[src/shared/sspc_pkg.sv]
// Constants shared by the synthesizer serial programming control block.
// Assumes a single core clock and a host that drives clock, data and strobe.
`default_nettype none
package sspc_pkg;
	localparam int SHIFT_W = 32;
	localparam int ADDR_W = 4;
	localparam int DATA_W = 28;
	localparam int NUM_REGS = 16;
	localparam int SYNC_W = 4;
	// Synchroniser state after reset, bits {clock, data, strobe, enable}.
	// The strobe starts high so that its idle level gives no false rise.
	localparam logic [3:0] SYNC_RESET = 4'h2;

	// Core clock and the software reset deadline
	localparam int CORE_CLK_HZ = 25_000_000;
	localparam int CORE_PERIOD_NS = 1_000_000_000 / CORE_CLK_HZ;
	localparam int SWRESET_MAX_NS = 1_000;
	localparam int SWRESET_MAX_CYC = (SWRESET_MAX_NS / CORE_PERIOD_NS < 1) ?
		1 : SWRESET_MAX_NS / CORE_PERIOD_NS;
	localparam int SWRESET_CYC = 1;

	// Register indices
	localparam logic [3:0] REG_MAIN = 4'h0;
	localparam logic [3:0] REG_GAIN = 4'h1;
	localparam logic [3:0] REG_FASTLOCK = 4'h4;
	localparam logic [3:0] REG_CONTROL = 4'h5;

	// Field positions inside the 28-bit data field
	localparam int SKIP_CAL_POS = 0;
	localparam int SWRESET_POS = 0;
	localparam int PD_SELECT_LSB = 1;
	localparam int EXT_OSC_POS = 3;
	localparam int POLARITY_POS = 0;
	localparam int FL_COUNT_LSB = 0;
	localparam int FL_COUNT_W = 12;

	// Power-on default of every register
	localparam logic [27:0] REG_DEFAULT = 28'h000_0000;

	// Powerdown select encoding
	typedef enum logic [1:0] {
		SSPC_PD_PIN_FULL = 2'b00,
		SSPC_PD_PARTIAL = 2'b01,
		SSPC_PD_FULL = 2'b10,
		SSPC_PD_PIN_PARTIAL = 2'b11
	} sspc_pd_t;
endpackage : sspc_pkg
`default_nettype wire

[src/logic/sspc_ctrl.sv]
// Serial programming interface and power/oscillator control of a synthesizer.
// Assumes serial clock, data, strobe and chip enable arrive asynchronously.
//
// Behaviour
// - Shift register is 32 bits: low 4 bits address, upper 28 bits data.
// - While strobe low, each serial clock rise shifts one bit in, MSB first.
// - Strobe rising edge copies the data field into the addressed register.
// - While strobe stays high, serial clock pulses shift nothing.
// - Powerdown is set by the powerdown field or the chip enable pin.
// - Partial powerdown stops oscillator, loop, buffers; regulators stay on.
// - Full powerdown stops oscillator, loop, buffers and regulators.
// - External source mode takes feedback from the external input.
// - Full synthesizer mode enables the internal oscillator.
// - Software reset restores defaults within 1 us and clears itself.
// - Register 0 write with skip bit 0 calibrates; fastlock when count > 0.
`default_nettype none
module sspc_ctrl #(
	parameter int NUM_REGS = sspc_pkg::NUM_REGS
) (
	input wire logic CORE_CLK,
	input wire logic RST_N,
	input wire logic SER_CLK,
	input wire logic SER_DATA,
	input wire logic LOAD_STROBE,
	input wire logic CHIP_ENABLE,
	input wire logic [3:0] REG_INDEX,
	output logic [27:0] REG_VALUE,
	output logic WRITE_PULSE,
	output logic [3:0] WRITE_ADDR,
	output logic CAL_START,
	output logic FASTLOCK_START,
	output logic OSC_ENABLE,
	output logic LOOP_ENABLE,
	output logic BUFFER_ENABLE,
	output logic REGULATOR_ENABLE,
	output logic FEEDBACK_EXTERNAL,
	output logic DETECTOR_POLARITY
);
	if (NUM_REGS != 16) begin : g_bad_num_regs
		$error("Address field decodes exactly sixteen registers");
	end
	if (sspc_pkg::SWRESET_CYC > sspc_pkg::SWRESET_MAX_CYC) begin : g_bad_reset
		$error("Software reset slower than its deadline");
	end

	////////////////////////////////////////////////////////////////////////
	// Input synchronisation and edge detection
	logic [3:0] pins_s;
	logic sclk_s, sdata_s, strobe_s, ce_s;
	logic sclk_prev_q, strobe_prev_q;

	sspc_sync #(
		.WIDTH(sspc_pkg::SYNC_W),
		.RESET_VALUE(sspc_pkg::SYNC_RESET)
	) u_sync (
		.clk(CORE_CLK),
		.rst_n(RST_N),
		.async_in({SER_CLK, SER_DATA, LOAD_STROBE, CHIP_ENABLE}),
		.sync_out(pins_s)
	);
	assign {sclk_s, sdata_s, strobe_s, ce_s} = pins_s;

	always_ff @(posedge CORE_CLK or negedge RST_N) begin
		if (!RST_N) begin
			sclk_prev_q <= 1'b0;
			strobe_prev_q <= 1'b1;
		end else begin
			sclk_prev_q <= sclk_s;
			strobe_prev_q <= strobe_s;
		end
	end

	logic sclk_rise, strobe_rise;
	assign sclk_rise = sclk_s && !sclk_prev_q && !strobe_s;
	assign strobe_rise = strobe_s && !strobe_prev_q;

	////////////////////////////////////////////////////////////////////////
	// Shift register
	logic [31:0] shift_q, shift_d;

	always_comb begin
		shift_d = shift_q;
		if (sclk_rise)
			shift_d = {shift_q[30:0], sdata_s};
	end

	always_ff @(posedge CORE_CLK or negedge RST_N) begin
		if (!RST_N)
			shift_q <= 32'h0000_0000;
		else
			shift_q <= shift_d;
	end

	logic [3:0] addr_f;
	logic [27:0] data_f;
	assign addr_f = shift_q[3:0];
	assign data_f = shift_q[31:4];

	logic sw_reset;
	assign sw_reset = strobe_rise && addr_f == sspc_pkg::REG_CONTROL &&
		data_f[sspc_pkg::SWRESET_POS];

	////////////////////////////////////////////////////////////////////////
	// Register bank, one entry per address
	logic [27:0] regs_q [NUM_REGS];
	logic [27:0] regs_d [NUM_REGS];

	for (genvar i = 0; i < NUM_REGS; i++) begin : g_reg
		always_comb begin
			regs_d[i] = regs_q[i];
			if (sw_reset)
				regs_d[i] = sspc_pkg::REG_DEFAULT;
			else if (strobe_rise && addr_f == 4'(i))
				regs_d[i] = data_f;
		end

		always_ff @(posedge CORE_CLK or negedge RST_N) begin
			if (!RST_N)
				regs_q[i] <= sspc_pkg::REG_DEFAULT;
			else
				regs_q[i] <= regs_d[i];
		end
	end

	////////////////////////////////////////////////////////////////////////
	// Write events
	logic [11:0] fl_count;
	assign fl_count = regs_q[sspc_pkg::REG_FASTLOCK]
		[sspc_pkg::FL_COUNT_LSB +: sspc_pkg::FL_COUNT_W];

	logic main_write;
	assign main_write = strobe_rise && addr_f == sspc_pkg::REG_MAIN;

	logic wr_pulse_q, wr_pulse_d, cal_q, cal_d, fl_q, fl_d;
	logic [3:0] wr_addr_q, wr_addr_d;
	logic [27:0] value_q, value_d;

	always_comb begin
		wr_pulse_d = strobe_rise;
		wr_addr_d = strobe_rise ? addr_f : wr_addr_q;
		cal_d = main_write && !data_f[sspc_pkg::SKIP_CAL_POS];
		fl_d = main_write && fl_count != 12'h000;
		value_d = regs_q[REG_INDEX];
	end

	always_ff @(posedge CORE_CLK or negedge RST_N) begin
		if (!RST_N) begin
			wr_pulse_q <= 1'b0;
			wr_addr_q <= 4'h0;
			cal_q <= 1'b0;
			fl_q <= 1'b0;
			value_q <= 28'h000_0000;
		end else begin
			wr_pulse_q <= wr_pulse_d;
			wr_addr_q <= wr_addr_d;
			cal_q <= cal_d;
			fl_q <= fl_d;
			value_q <= value_d;
		end
	end

	////////////////////////////////////////////////////////////////////////
	// Powerdown and oscillator source
	sspc_pkg::sspc_pd_t pd_sel;
	logic ext_osc;
	assign pd_sel = sspc_pkg::sspc_pd_t'(regs_q[sspc_pkg::REG_CONTROL]
		[sspc_pkg::PD_SELECT_LSB +: 2]);
	assign ext_osc = regs_q[sspc_pkg::REG_CONTROL][sspc_pkg::EXT_OSC_POS];

	logic pd_partial, pd_full;
	always_comb begin
		pd_partial = 1'b0;
		pd_full = 1'b0;
		unique case (pd_sel)
			sspc_pkg::SSPC_PD_PIN_FULL: pd_full = !ce_s;
			sspc_pkg::SSPC_PD_PARTIAL: pd_partial = 1'b1;
			sspc_pkg::SSPC_PD_FULL: pd_full = 1'b1;
			sspc_pkg::SSPC_PD_PIN_PARTIAL: pd_partial = !ce_s;
		endcase
	end

	logic osc_q, osc_d, loop_q, loop_d, buf_q, buf_d, ldo_q, ldo_d;
	logic fbx_q, fbx_d, pol_q, pol_d;

	always_comb begin
		loop_d = !(pd_partial || pd_full);
		buf_d = !(pd_partial || pd_full);
		osc_d = !(pd_partial || pd_full) && !ext_osc;
		ldo_d = !pd_full;
		fbx_d = ext_osc;
		pol_d = regs_q[sspc_pkg::REG_GAIN][sspc_pkg::POLARITY_POS];
	end

	always_ff @(posedge CORE_CLK or negedge RST_N) begin
		if (!RST_N) begin
			osc_q <= 1'b0;
			loop_q <= 1'b0;
			buf_q <= 1'b0;
			ldo_q <= 1'b0;
			fbx_q <= 1'b0;
			pol_q <= 1'b0;
		end else begin
			osc_q <= osc_d;
			loop_q <= loop_d;
			buf_q <= buf_d;
			ldo_q <= ldo_d;
			fbx_q <= fbx_d;
			pol_q <= pol_d;
		end
	end

	assign REG_VALUE = value_q;
	assign WRITE_PULSE = wr_pulse_q;
	assign WRITE_ADDR = wr_addr_q;
	assign CAL_START = cal_q;
	assign FASTLOCK_START = fl_q;
	assign OSC_ENABLE = osc_q;
	assign LOOP_ENABLE = loop_q;
	assign BUFFER_ENABLE = buf_q;
	assign REGULATOR_ENABLE = ldo_q;
	assign FEEDBACK_EXTERNAL = fbx_q;
	assign DETECTOR_POLARITY = pol_q;
endmodule : sspc_ctrl
`default_nettype wire

[src/logic/sspc_sync.sv]
// Two-flop synchroniser for a group of independent levels.
// Assumes each bit is a slow level compared with the core clock.
`default_nettype none
module sspc_sync #(
	parameter int WIDTH = 1,
	parameter logic [WIDTH-1:0] RESET_VALUE = '0
) (
	input wire logic clk,
	input wire logic rst_n,
	input wire logic [WIDTH-1:0] async_in,
	output logic [WIDTH-1:0] sync_out
);
	logic [WIDTH-1:0] meta_q;
	logic [WIDTH-1:0] sync_q;

	always_ff @(posedge clk or negedge rst_n) begin
		if (!rst_n) begin
			meta_q <= RESET_VALUE;
			sync_q <= RESET_VALUE;
		end else begin
			meta_q <= async_in;
			sync_q <= meta_q;
		end
	end

	assign sync_out = sync_q;
endmodule : sspc_sync
`default_nettype wire

[config.mk]
export PLATFORM = sky130hd
export DESIGN_NAME = sspc_ctrl
export DESIGN_NICKNAME = d
export VERILOG_FILES = /design/src/shared/sspc_pkg.sv /design/src/logic/sspc_ctrl.sv /design/src/logic/sspc_sync.sv
export SDC_FILE = /design/constraint.sdc
export NUM_CORES = 1
export LEC_CHECK = 0
export BUFFER_PORTS_ARGS = -buffer_cell sky130_fd_sc_hd__buf_4
export CAP_MARGIN = 20
export CORE_MARGIN = 1
export CORE_UTILIZATION = 35
export CTS_CLUSTER_DIAMETER = 120
export CTS_CLUSTER_SIZE = 12
export DETAILED_ROUTE_END_ITERATION = 16
export MAX_ROUTING_LAYER = met4
export SYNTH_ARGS = -nofsm -noshare
export SYNTH_HDL_FRONTEND = slang
export SYNTH_HIERARCHICAL = 1
export SYNTH_SLANG_ARGS = --single-unit
[constraint.sdc]
create_clock -name CORE_CLK -period 4.73 [get_ports CORE_CLK]
set_input_delay 0 -clock CORE_CLK [delete_from_list [all_inputs] [get_ports CORE_CLK]]
set_output_delay 0 -clock CORE_CLK [all_outputs]
set_load 0.005 [all_outputs]
# --- Word-level counts from Yosys, hierarchy flattened ---
# Index checks and enable logic that the tools add are counted.
totals:
  reg_bits: 530
  latchBits: 0
  ram_bits: 0
  rom_bits: 0
  inputBits: 10
  mem_count: 0
op_classes:
  add_sub_neg: 0
  n_mul: 0
  n_div: 0
  n_lt_le_gt_ge: 1
  n_eq_ne: 18
  shift: 0
  muxes: 37
  n_bitwise: 1
  reduce_logical: 51
ops:
  columns: ["op", "count"]
  rows:
  - ["$mux W28", 34]
  - ["$bmux W28 S4", 1]
  - ["$eq A4 B4 Y1 const B", 8]
  - ["$reduce_bool A2 Y1", 16]
  - ["$logic_and A1 B1 Y1", 23]
  - ["$eq A4 B3 Y1 const B", 4]
  - ["$reduce_bool A12 Y1", 1]
  - ["$eq A4 B2 Y1 const B", 2]
  - ["$logic_not A1 Y1", 8]
  - ["$ge A5 B5 Y1 const B", 1]
  - ["$not A4 Y5", 1]
  - ["$eq A2 B2 Y1 const B", 2]
  - ["$eq A4 B1 Y1 const B", 1]
  - ["$logic_not A4 Y1", 1]
  - ["$pmux W1 S2", 2]
  - ["$eq A2 B1 Y1 const B", 1]
  - ["$logic_not A2 Y1", 1]
  - ["$logic_or A1 B1 Y1", 1]

# --- Depth between registers and ports, before layout ---
# Gate-level depths: netlist of the first run.
depth:
  word_depth: 5
  mapped_depth: 7
  mapped_depth_nobuf: 3

# --- Cells and area by module ---
# The synthesis of the first run kept the hierarchy.
by_module_without_submodules:
  columns: ["module", "n_inst", "cells_per_inst", "area_each_um2", "seq_area_each_um2"]
  rows:
  - ["sspc_ctrl", 1, 2472, 25056.5, 13063.8]
  - ["sspc_sync", 1, 8, 202.7, 202.7]

# --- Least setup slack after synthesis of the first run ---
# Ideal clock, no wire load.
synth_path:
  path_kind: "register to register"
  startpoint: "reg u_sync.sync_q[1], in the netlist u_sync/sync_out[1]"
  endpoint: "reg regs_q[439] (netlist bit)"
  setup_time_ns: 0.123
  arrival_time_ns: 1.658
  slack_ns: 2.949
  stages_incl_launch_ff: 7
  n_path_buf: 3
  cell_sequence: "dfstp_2 > buf_2 > or4b_4 > buf_6 > buf_2 > o21ai_1 > a21oi_1"
synth_via:
  elab_chain_cells: 4
  word_cells_on_any_way: 6
  classes_between: "1 x mux; 5 x reduce/logical"
synth_rtl:
  columns: ["element", "line_no", "source"]
  rows:
  - ["from (decl)", "sspc_sync.sv:14", "logic [WIDTH-1:0] sync_q;"]
  - ["from (signal assigned)", "sspc_sync.sv:22", "sync_q <= meta_q;"]
  - ["$logic_and A1 B1 Y1 (*)", "sspc_ctrl.sv:75", "assign strobe_rise = strobe_s && !strobe_prev_q;"]
  - ["$logic_and A1 B1 Y1 (2 in a row)", "sspc_ctrl.sv:100", "assign sw_reset = strobe_rise && addr_f == sspc_pkg::REG_CONTROL &&"]
  - ["$mux W28 or $reduce_bool A2 Y1 (tied branches)", null, null]
  - ["to (signal, indexed assignment)", "sspc_ctrl.sv:119", "regs_q[i] <= sspc_pkg::REG_DEFAULT;"]
  - ["to (signal, indexed assignment)", "sspc_ctrl.sv:121", "regs_q[i] <= regs_d[i];"]
  - ["to (decl)", "sspc_ctrl.sv:105", "logic [27:0] regs_q [NUM_REGS];"]
# Every way passes the cells marked *; elsewhere a longest branch is shown, timed or not.
# A chain may end at the register's enable or synchronous reset.

# --- Final worst setup path of the first run ---
layout_path:
  startpoint: "reg u_sync.sync_q[1], in the netlist u_sync/sync_out[1]"
  endpoint: "reg regs_q[124] (netlist bit)"
# The elaborated chain is that of the path after synthesis.

==> impl_metrics.py, run 1 <==
metrics = {
    "die": {
        "core_sq_um": 71500,
        "dieWidth_microns": 271,
        "die_area_sq_um": 73200,
        "num_rows": 98,
        "io_pins": 51,
        "start_util": 0.353,
        "die_h_microns": 271,
    },
    "drt": {
        "drtIter0Drc": 2676,
        "vias": 20247,
        "wirelength_mm": 77.9,
        "ant_nets": 0,
        "wl_per_cell_microns": 24.0,
        "firstDrtPassIters": 5,
        "drc": 0,
        "via_per_inst": 6.22,
    },
    "synthesis": {
        "yosysTopAreaCell": "dfrtp_1",
        "yosysWarnings": 6,
        "synthTopCellsByArea": "dfrtp_1 (52%), mux4_2 (10%), a21oi_1 (8.3%)",
        "synth_top_area_frac": 0.522,
        "synth_area_per_cell_sq_um": 10.2,
        "synth_nets": 2490,
        "netlist_area_sq_um": 25300,
        "synth_seq_cells": 530,
        "yosys.cell_types.count": 36,
        "syn_inst": 2480,
        "yosysSeqAreaShare": 0.525,
    },
    "worst_setup_path": {
        "cp.arrival_ps": 3280,
        "path_class": "reg -> reg",
        "cp_slowest_stage_delay_ps": 830,
        "slowest_stage": "and3_4",
        "end_kind": "flip-flop",
        "path_max_fanout": 102,
        "worstPathCellList": "and4bb_4 > and3_4 > buf_12 > a21oi_1",
        "required_ps": 5170,
        "critPathLaunchType": "flip-flop",
    },
    "clock_tree": {
        "path_clk_slew_ps": 60,
        "cts-root-buf": "clkbuf_16",
        "cts.sinks": 530,
        "clock_latency_ps": 600,
        "clk_path_buf_depth": 3,
        "cts_hold_buf": 6,
        "cts.htree.levels": 2,
        "cts_tree": "built",
        "post_cts_buffers": 0,
        "cts.repair.resized": 0,
        "numCtsBuffers": 50,
    },
    "pwr": {
        "power_density_nw_per_um2": 405,
        "leakagePower_nw": 11.2,
        "vdd_drop_max_uv": 381,
        "power_mw": 11.1,
    },
    "sta": {
        "relSlewSlack": 0.206,
        "skew_ps": 16.9,
        "whs_ps": 30.8,
        "period_share": 0.601,
        "tns_ps": 0,
        "setup_viol": 0,
        "hold_violations": 0,
        "rsz0062_at_grt": "no",
        "drv_slew": 0,
        "fmax_ghz": 0.352,
        "period_needed_ps": 2840,
        "worstMarginPinSlew_ps": 1190,
    },
    "worst_hold_path": {
        "min_path_type": "in -> async",
    },
    "grt": {
        "antenna_found_initial": 0,
        "grt_start_max_net_pins": 127,
        "grt_pass1_wl_mm": 122,
        "grt_remaining_overflow": 0,
        "gr-usage-all-layers": 0.217,
        "first_global_vias": 20265,
    },
    "place": {
        "place.gp.congestion": 0.766,
        "dp_hpwl_mm": 38.6,
        "portBuffers": 50,
    },
    "cells_and_area": {
        "antenna_cells": 0,
        "layout_commonest_cell": "dfrtp_1",
        "n_fill_cell": 6899,
        "layout_common_cells": "dfrtp_1 (527), a21oi_1 (417), nand3_1 (408)",
        "final_net_count": 2304,
        "layout-drive-gt1-share": 0.141,
        "syn2layout_area_growth_pct": 8.38,
    },
    "job": {
        "max-cap-violations": 0,
    },
    "outcome": {
        "status": "completed",
    },
}
## state kept, by name, indices dropped and copies added (netlist names), 2 cells and up
signal / count
shift_q: 32
pd_sel: 2
u_sync/meta_q: 4
REG_VALUE: 28
fl_count: 12
regs_q: 432
WRITE_ADDR: 4
u_sync/sync_out: 4
## path summary, 6_finish.rpt
kind	start	end	slack [ps]	cells after the start
hold reg to reg	u_sync/meta_q[1]$_DFF_PN1_	u_sync/sync_out[1]$_DFF_PN1_	340	0
max in group asynchronous	RST_N	regs_q[112]$_DFFE_PN0P_	3460	3
hold / removal	RST_N	regs_q[447]$_DFFE_PN0P_	30	2
setup reg to reg	u_sync/sync_out[1]$_DFF_PN1_	regs_q[124]$_DFFE_PN0P_	1890	4
setup / recovery	u_sync/sync_out[1]$_DFF_PN1_	regs_q[124]$_DFFE_PN0P_	1890	4
min in group CORE_CLK	SER_CLK	u_sync/meta_q[3]$_DFF_PN0_	50	2
## metrics by stage
stage / setup slack (ps) / area [sq um] / util / std cells
floorplan: 2950 / 25300 / - / 2480
global placement: 2040 / 25900 / 0.363 / 3185
detailed placement: 1960 / 25900 / 0.363 / 3186
CTS: 1950 / 27400 / 0.383 / 3254
global route: 1790 / 27400 / 0.383 / 3254
finish: 1890 / 27400 / 0.383 / 3254
## area by class of cell
class / count / area (sq um) / area share
repair buffers: 103 / 947 / 0.0346
clock inverters: 1 / 11.3 / 0.000411
multi-input cells: 1607 / 10600 / 0.387
well taps: 950 / 1190 / 0.0434
clock buffers: 61 / 1360 / 0.0495
inverters: 2 / 7.51 / 0.000274
flip-flops and latches: 530 / 13300 / 0.485
## Yosys cell counts (all sizes together)
library cell and instances:
mux2 36, o21ai 465, dfstp 3, dfrtp 527, nand2 31, nor4b 1
nand3 408, and4bb 2, buf 132, clkbuf 209, nand4bb 2, xnor2 1
and3 1, inv 2, or2 1, a21o 1, and2 4, a21oi 417
nor2 2, nor3b 1, nand2b 30, a22oi 56, or4b 1, nand4b 1
nor4 3, nor3 24, a31oi 1, nor2b 5, and4b 1, mux4 112
## metal layers
layer,wire length [microns],track usage
met5,0,-
met4,1740,0.0657
met3,6030,0.0303
met2,37700,0.339
met1,32500,0.293
## worst max-delay path, delay by kind of cell (launching register included)
kind	cells	cell delay, ps
flops	1	690
buf+inv	1	420
simple gates	2	1330
compound gates	1	90
## cell families (layout without fill, tap and decap cells)
kind of cell	count (synthesis)	count (layout)	share of synthesized area
buffers and inverters	343	167	0.0604
AOI/OAI and AO/OA	940	940	0.192
muxes	148	148	0.116
and+or+nand+nor	518	518	0.106
DFF	530	530	0.525
xor gates and xnor gates	1	1	0.000347
## where the power goes
group / switching [mW] / internal [mW] / total [mW]
Combinational: 1.90 / 0.490 / 2.39
Clock: 1.71 / 1.99 / 3.70
Sequential: 0.254 / 4.74 / 5.00
Total: 3.86 / 7.22 / 11.1
Power figures use the tool's default switching activity.
==> run 2, diff against run 1 <==
Settings changed: ABC_AREA set to 1.
Clock period 4.73 ns to 2.4 ns, I/O delays scaled along.
==> impl_metrics.py, run 2 <==
metrics = {
    "outcome": {
        "status": "completed",
    },
    "place": {
        "portBuffers": 50,
        "dp_cells": 4390,
        "dp_hpwl_mm": 49.0,
        "dpl_cell_area_sq_um": 28100,
        "place.gp.congestion": 0.799,
    },
    "worst_hold_path": {
        "hold_path_depth": 5,
        "whs_endpoint": "REG_VALUE[26]$_DFF_PN0_",
        "min_path_type": "in -> reg",
        "hold_start": "REG_INDEX[1]",
    },
    "sta": {
        "setup_viol": 0,
        "period_share": 0.905,
        "period_needed_ps": 2170,
        "drv_slew": 0,
        "fmax_ghz": 0.460,
        "tns_ps": 0,
        "rsz0062_at_grt": "no",
        "worstMarginPinSlew_ps": 1060,
        "relSlewSlack": 0.295,
        "skew_ps": 17.0,
        "hold_violations": 0,
        "whs_ps": 28.4,
    },
    "die": {
        "dieWidth_microns": 278,
        "start_util": 0.356,
        "num_rows": 100,
        "core_sq_um": 74900,
        "die_area_sq_um": 77200,
        "io_pins": 51,
        "die_h_microns": 278,
    },
    "worst_setup_path": {
        "slowest_stage": "nor2_2",
        "path_class": "reg -> reg",
        "regToRegEndpoint": "regs_q[408]$_DFFE_PN0P_",
        "cp.arrival_ps": 2710,
        "path_max_fanout": 15,
        "end_kind": "flip-flop",
        "worstPathCellList": "nand2_2 > clkinv_1 > nand3_2 > nor2_2 > buf_12 > nand3_1 > nand2_1",
        "required_ps": 2930,
        "r2r_start": "u_sync/sync_out[1]$_DFF_PN1_",
        "critPathLaunchType": "flip-flop",
        "r2r_slack_ps": 230,
        "cp_slowest_stage_delay_ps": 820,
        "rr_worst_depth": 7,
    },
    "drt": {
        "firstDrtPassIters": 6,
        "vias": 23565,
        "drtIter0Drc": 2707,
        "via_per_inst": 5.28,
        "ant_nets": 0,
        "wl_per_cell_microns": 19.4,
        "drc": 0,
        "wirelength_mm": 86.8,
    },
    "cells_and_area": {
        "n_fill_cell": 7697,
        "layout_commonest_cell": "nand3_1",
        "regMostFlops": "regs_q",
        "largest_reg_flops": 432,
        "antenna_cells": 0,
        "stdcell_count": 4461,
        "layout_common_cells": "nand3_1 (1190), nand2_1 (1049), dfrtp_1 (527)",
        "fin_area_sq_um": 29500,
        "syn2layout_area_growth_pct": 10.8,
        "layout-drive-gt1-share": 0.0713,
        "final_net_count": 3491,
    },
    "clock_tree": {
        "cts.htree.levels": 2,
        "numCtsBuffers": 50,
        "cts-root-buf": "clkbuf_16",
        "cts_tree": "built",
        "cts.sinks": 530,
        "path_clk_slew_ps": 60,
        "clk_path_buf_depth": 3,
        "cts.repair.resized": 0,
        "cts_hold_buf": 8,
        "clock_latency_ps": 610,
        "post_cts_buffers": 0,
    },
    "synthesis": {
        "yosysSeqAreaShare": 0.498,
        "yosys.cell_types.count": 25,
        "synthFlopType": "dfrtp_1",
        "yosysTopAreaCell": "dfrtp_1",
        "synth.top_cells.by_count": "nand3_1 (1194), nand2_1 (1049), dfrtp_1 (527)",
        "syn_inst": 3595,
        "synth_edf_count": 0,
        "synthTopCellsByArea": "dfrtp_1 (49%), nand3_1 (22%), nand2_1 (15%)",
        "netlist_area_sq_um": 26600,
        "synth_top_area_frac": 0.495,
        "synth_area_per_cell_sq_um": 7.41,
        "yosysMostFrequentCell": "nand3_1",
        "synthArstFlopShare": 1.00,
        "synth_seq_cells": 530,
        "synth_nets": 3605,
        "yosysWarnings": 6,
    },
    "grt": {
        "grt_pass1_wl_mm": 137,
        "grt_remaining_overflow": 0,
        "grt_start_max_net_pins": 110,
        "first_global_vias": 22330,
        "antenna_found_initial": 1,
        "gr-usage-all-layers": 0.233,
    },
    "pwr": {
        "vdd_drop_max_uv": 719,
        "leakagePower_nw": 15.6,
        "power_mw": 27.0,
        "power_density_nw_per_um2": 915,
    },
    "job": {
        "max-cap-violations": 0,
    },
}
## run 2: final cells by class
type / count / area [sq um] / share of cell area
clock inverter: 2 / 20.0 / 0.000678
tap: 969 / 1210 / 0.0411
timing repair buffer: 158 / 1690 / 0.0573
multi-input combinational: 2358 / 10600 / 0.358
clock buffer: 61 / 1310 / 0.0445
inverter: 383 / 1450 / 0.0490
sequential: 530 / 13300 / 0.449
## run 2: worst max-delay path: cells and delay by family, from the launching register on
family,cells,cell delay (ps)
flops,1,550
buf+inv,2,330
simple gates,5,1190
## run 2: worst max-delay path by stage
stage	endpoint	start	cells after the start
5_1_grt	regs_q[396]$_DFFE_PN0P_	u_sync/sync_out[1]$_DFF_PN1_	7
3_3_place_gp	regs_q[415]$_DFFE_PN0P_	u_sync/sync_out[1]$_DFF_PN1_	7
4_1_cts	regs_q[408]$_DFFE_PN0P_	u_sync/sync_out[1]$_DFF_PN1_	7
6_report	regs_q[408]$_DFFE_PN0P_	u_sync/sync_out[1]$_DFF_PN1_	7
3_5_place_dp	regs_q[410]$_DFFE_PN0P_	u_sync/sync_out[1]$_DFF_PN1_	7
2_1_floorplan	regs_q[74]$_DFFE_PN0P_	u_sync/sync_out[1]$_DFF_PN1_	7
## run 2: cell families (layout without fill, tap and decap cells)
family / Yosys count / after routing / share of synthesized area
AND/OR/NAND/NOR: 2293 / 2293 / 0.382
AO/OA/AOI/OAI: 65 / 65 / 0.0122
flip-flops: 530 / 530 / 0.498
buffers and inverters: 707 / 604 / 0.108
## run 2: per-stage QoR
step | util | setup WS [ps]
2_1_floorplan | - | 709
3_3_place_gp | 0.375 | 362
3_5_place_dp | 0.375 | 258
4_1_cts | 0.394 | 235
5_1_grt | 0.394 | 129
6_report | 0.394 | 227
## run 2: metal layers
metal / GRT usage / up-vias / wire length [microns]
li1: - / 11211 / -
met1: 0.323 / 11430 / 39400
met4: 0.0629 / 0 / 2010
met5: - / - / 0
met2: 0.360 / 796 / 39900
met3: 0.0259 / 128 / 5390
## run 2: power by group
part           switching, mW  internal (mW)  leakage [nW]  total [mW]
registers               2.01           11.6          7.01        13.6
logic                   3.62           2.50          7.96        6.12
clock network           3.50           3.80         0.651        7.30
==> run 3, diff against run 2 <==
Settings changed: HOLD_SLACK_MARGIN set to 0.03, PLACE_DENSITY_LB_ADDON set to 0.05.
==> impl_metrics.py, run 3 (synthesized netlist as in run 2, its figures left out) <==
metrics = {
    "outcome": {
        "status": "completed",
    },
    "drt": {
        "wl_per_cell_microns": 21.6,
        "vias": 23922,
        "wirelength_mm": 97.0,
        "drc": 0,
        "drtIter0Drc": 2297,
        "via_per_inst": 5.33,
        "ant_nets": 0,
        "firstDrtPassIters": 6,
    },
    "worst_setup_path": {
        "path_delay_family": "buffers and inverters",
        "end_kind": "flip-flop",
        "cp.arrival_ps": 2740,
        "required_ps": 2880,
        "path_class": "reg -> reg",
        "worstPathCellList": "inv_1 > nand2_1 > nand3_1 > nand3_1 > nand3_1 > dlygate4sd3_1 > nand2_1 > dlygate4sd3_1",
        "path_buf_inv": 3,
        "path_common_cell": "nand3_1",
        "critPathLaunchType": "flip-flop",
        "slowest_stage": "dlygate4sd3_1",
        "path_max_fanout": 3,
        "cp_slowest_stage_delay_ps": 570,
    },
    "pwr": {
        "vdd_drop_max_uv": 564,
        "power_density_nw_per_um2": 919,
        "leakagePower_nw": 15.8,
    },
    "clock_tree": {
        "path_clk_slew_ps": 70,
        "post_cts_buffers": 0,
        "cts.sinks": 530,
        "cts_tree": "built",
        "clk_path_buf_depth": 3,
        "cts-root-buf": "clkbuf_16",
        "cts.repair.resized": 0,
        "cts.htree.levels": 2,
        "numCtsBuffers": 50,
        "clock_latency_ps": 610,
    },
    "die": {
        "num_rows": 100,
        "dieWidth_microns": 278,
        "io_pins": 51,
        "start_util": 0.356,
        "die_h_microns": 278,
        "die_area_sq_um": 77200,
        "core_sq_um": 74900,
    },
    "cells_and_area": {
        "layout_commonest_cell": "nand3_1",
        "fin_util": 0.399,
        "regMostFlops": "regs_q",
        "largest_reg_flops": 432,
        "final_net_count": 3518,
        "layout_common_cells": "nand3_1 (1190), nand2_1 (1049), dfrtp_1 (527)",
        "layout-drive-gt1-share": 0.0770,
        "n_fill_cell": 7751,
        "antenna_cells": 0,
        "syn2layout_area_growth_pct": 12.1,
    },
    "grt": {
        "first_global_vias": 23095,
        "grt_remaining_overflow": 0,
        "grt_pass1_wl_mm": 149,
        "antenna_found_initial": 1,
        "gr-usage-all-layers": 0.259,
        "grt_start_max_net_pins": 102,
    },
    "sta": {
        "period_share": 0.940,
        "fmax_ghz": 0.443,
        "setup_viol": 0,
        "worstMarginPinSlew_ps": 1160,
        "tns_ps": 0,
        "hold_violations": 0,
        "setup_slack_ps": 145,
        "relSlewSlack": 0.228,
        "skew_ps": 23.7,
        "period_needed_ps": 2260,
        "rsz0062_at_grt": "no",
        "drv_slew": 0,
    },
    "place": {
        "portBuffers": 50,
        "pre_cts_slack_ps": 253,
        "dp_hpwl_mm": 54.6,
        "place.gp.congestion": 0.784,
    },
    "worst_hold_path": {
        "min_path_type": "in -> reg",
    },
    "job": {
        "max-cap-violations": 0,
    },
}
==> run 3: cell count changes in the layout (fill, tap and decap cells not counted), sizes merged <==
cell	change
buf	+21
clkbuf	+2
dlygate4sd3	+6
inv	-1
==> run 3: per-stage QoR <==
step / total power [mW] / hold WS (ps) / instance area [sq um] / instances
floorplan: 17.6 / -296 / 26600 / 3595
global placement: 19.9 / 19.6 / 28300 / 4411
global route: 29.4 / 60.1 / 29900 / 4489
detailed placement: 20.1 / 14.6 / 28300 / 4411
finish: 27.4 / 62.5 / 29900 / 4489
CTS: 27.7 / 43.4 / 29900 / 4489
==> run 3: worst paths after layout <==
| check | startpoint | end | slack, ps | cells after the start |
|---|---|---|---|---|
| min in group asynchronous | RST_N | regs_q[352]$_DFFE_PN0P_ | 180 | 3 |
| max in group asynchronous | RST_N | regs_q[347]$_DFFE_PN0P_ | 1750 | 3 |
| setup / recovery | ext_osc$_DFFE_PN0P_ | REG_VALUE[3]$_DFF_PN0_ | 140 | 8 |
| setup reg to reg | ext_osc$_DFFE_PN0P_ | REG_VALUE[3]$_DFF_PN0_ | 140 | 8 |
| hold reg to reg | u_sync/meta_q[0]$_DFF_PN0_ | u_sync/sync_out[0]$_DFF_PN0_ | 350 | 0 |
| hold / removal | LOAD_STROBE | u_sync/meta_q[1]$_DFF_PN1_ | 60 | 2 |
==> run 3: timing repair <==
| action | in CTS | in global routing |
|---|---|---|
| endpoints found under the hold margin | 544 | 0 |
| setup endpoints to repair | 0 | 0 |
| hold buffers | 14 | 0 |
==> run 3: worst reg2reg max path, delay by kind of cell (launching register included) <==
kind | cells | cell delay [ps]
DFF | 1 | 410
buffers and inverters | 3 | 1220
and+or+nand+nor | 5 | 490
==> run 3: routing by layer <==
metal  track usage  up-vias  routed length [microns]
li1              -    11262                        -
met1         0.366    11843                    45700
met2         0.405      708                    44300
met3        0.0298      109                     5430
met4        0.0465        0                     1550
met5             -        -                        0
==> run 3: final cells by class <==
| cell class | count | area [sq um] | share of cell area |
|---|---|---|---|
| clock buffers | 63 | 1360 | 0.0457 |
| clock inverters | 1 | 11.3 | 0.000377 |
| well taps | 969 | 1210 | 0.0406 |
| repair buffers | 185 | 1980 | 0.0663 |
| flip-flops and latches | 530 | 13300 | 0.444 |
| multi-input cells | 2358 | 10600 | 0.354 |
| inverters | 383 | 1450 | 0.0485 |
==> run 3: power by group <==
group	switching (mW)	total, mW	internal [mW]
Sequential	1.99	13.6	11.6
Combinational	3.85	6.40	2.54
Clock	3.54	7.47	3.93
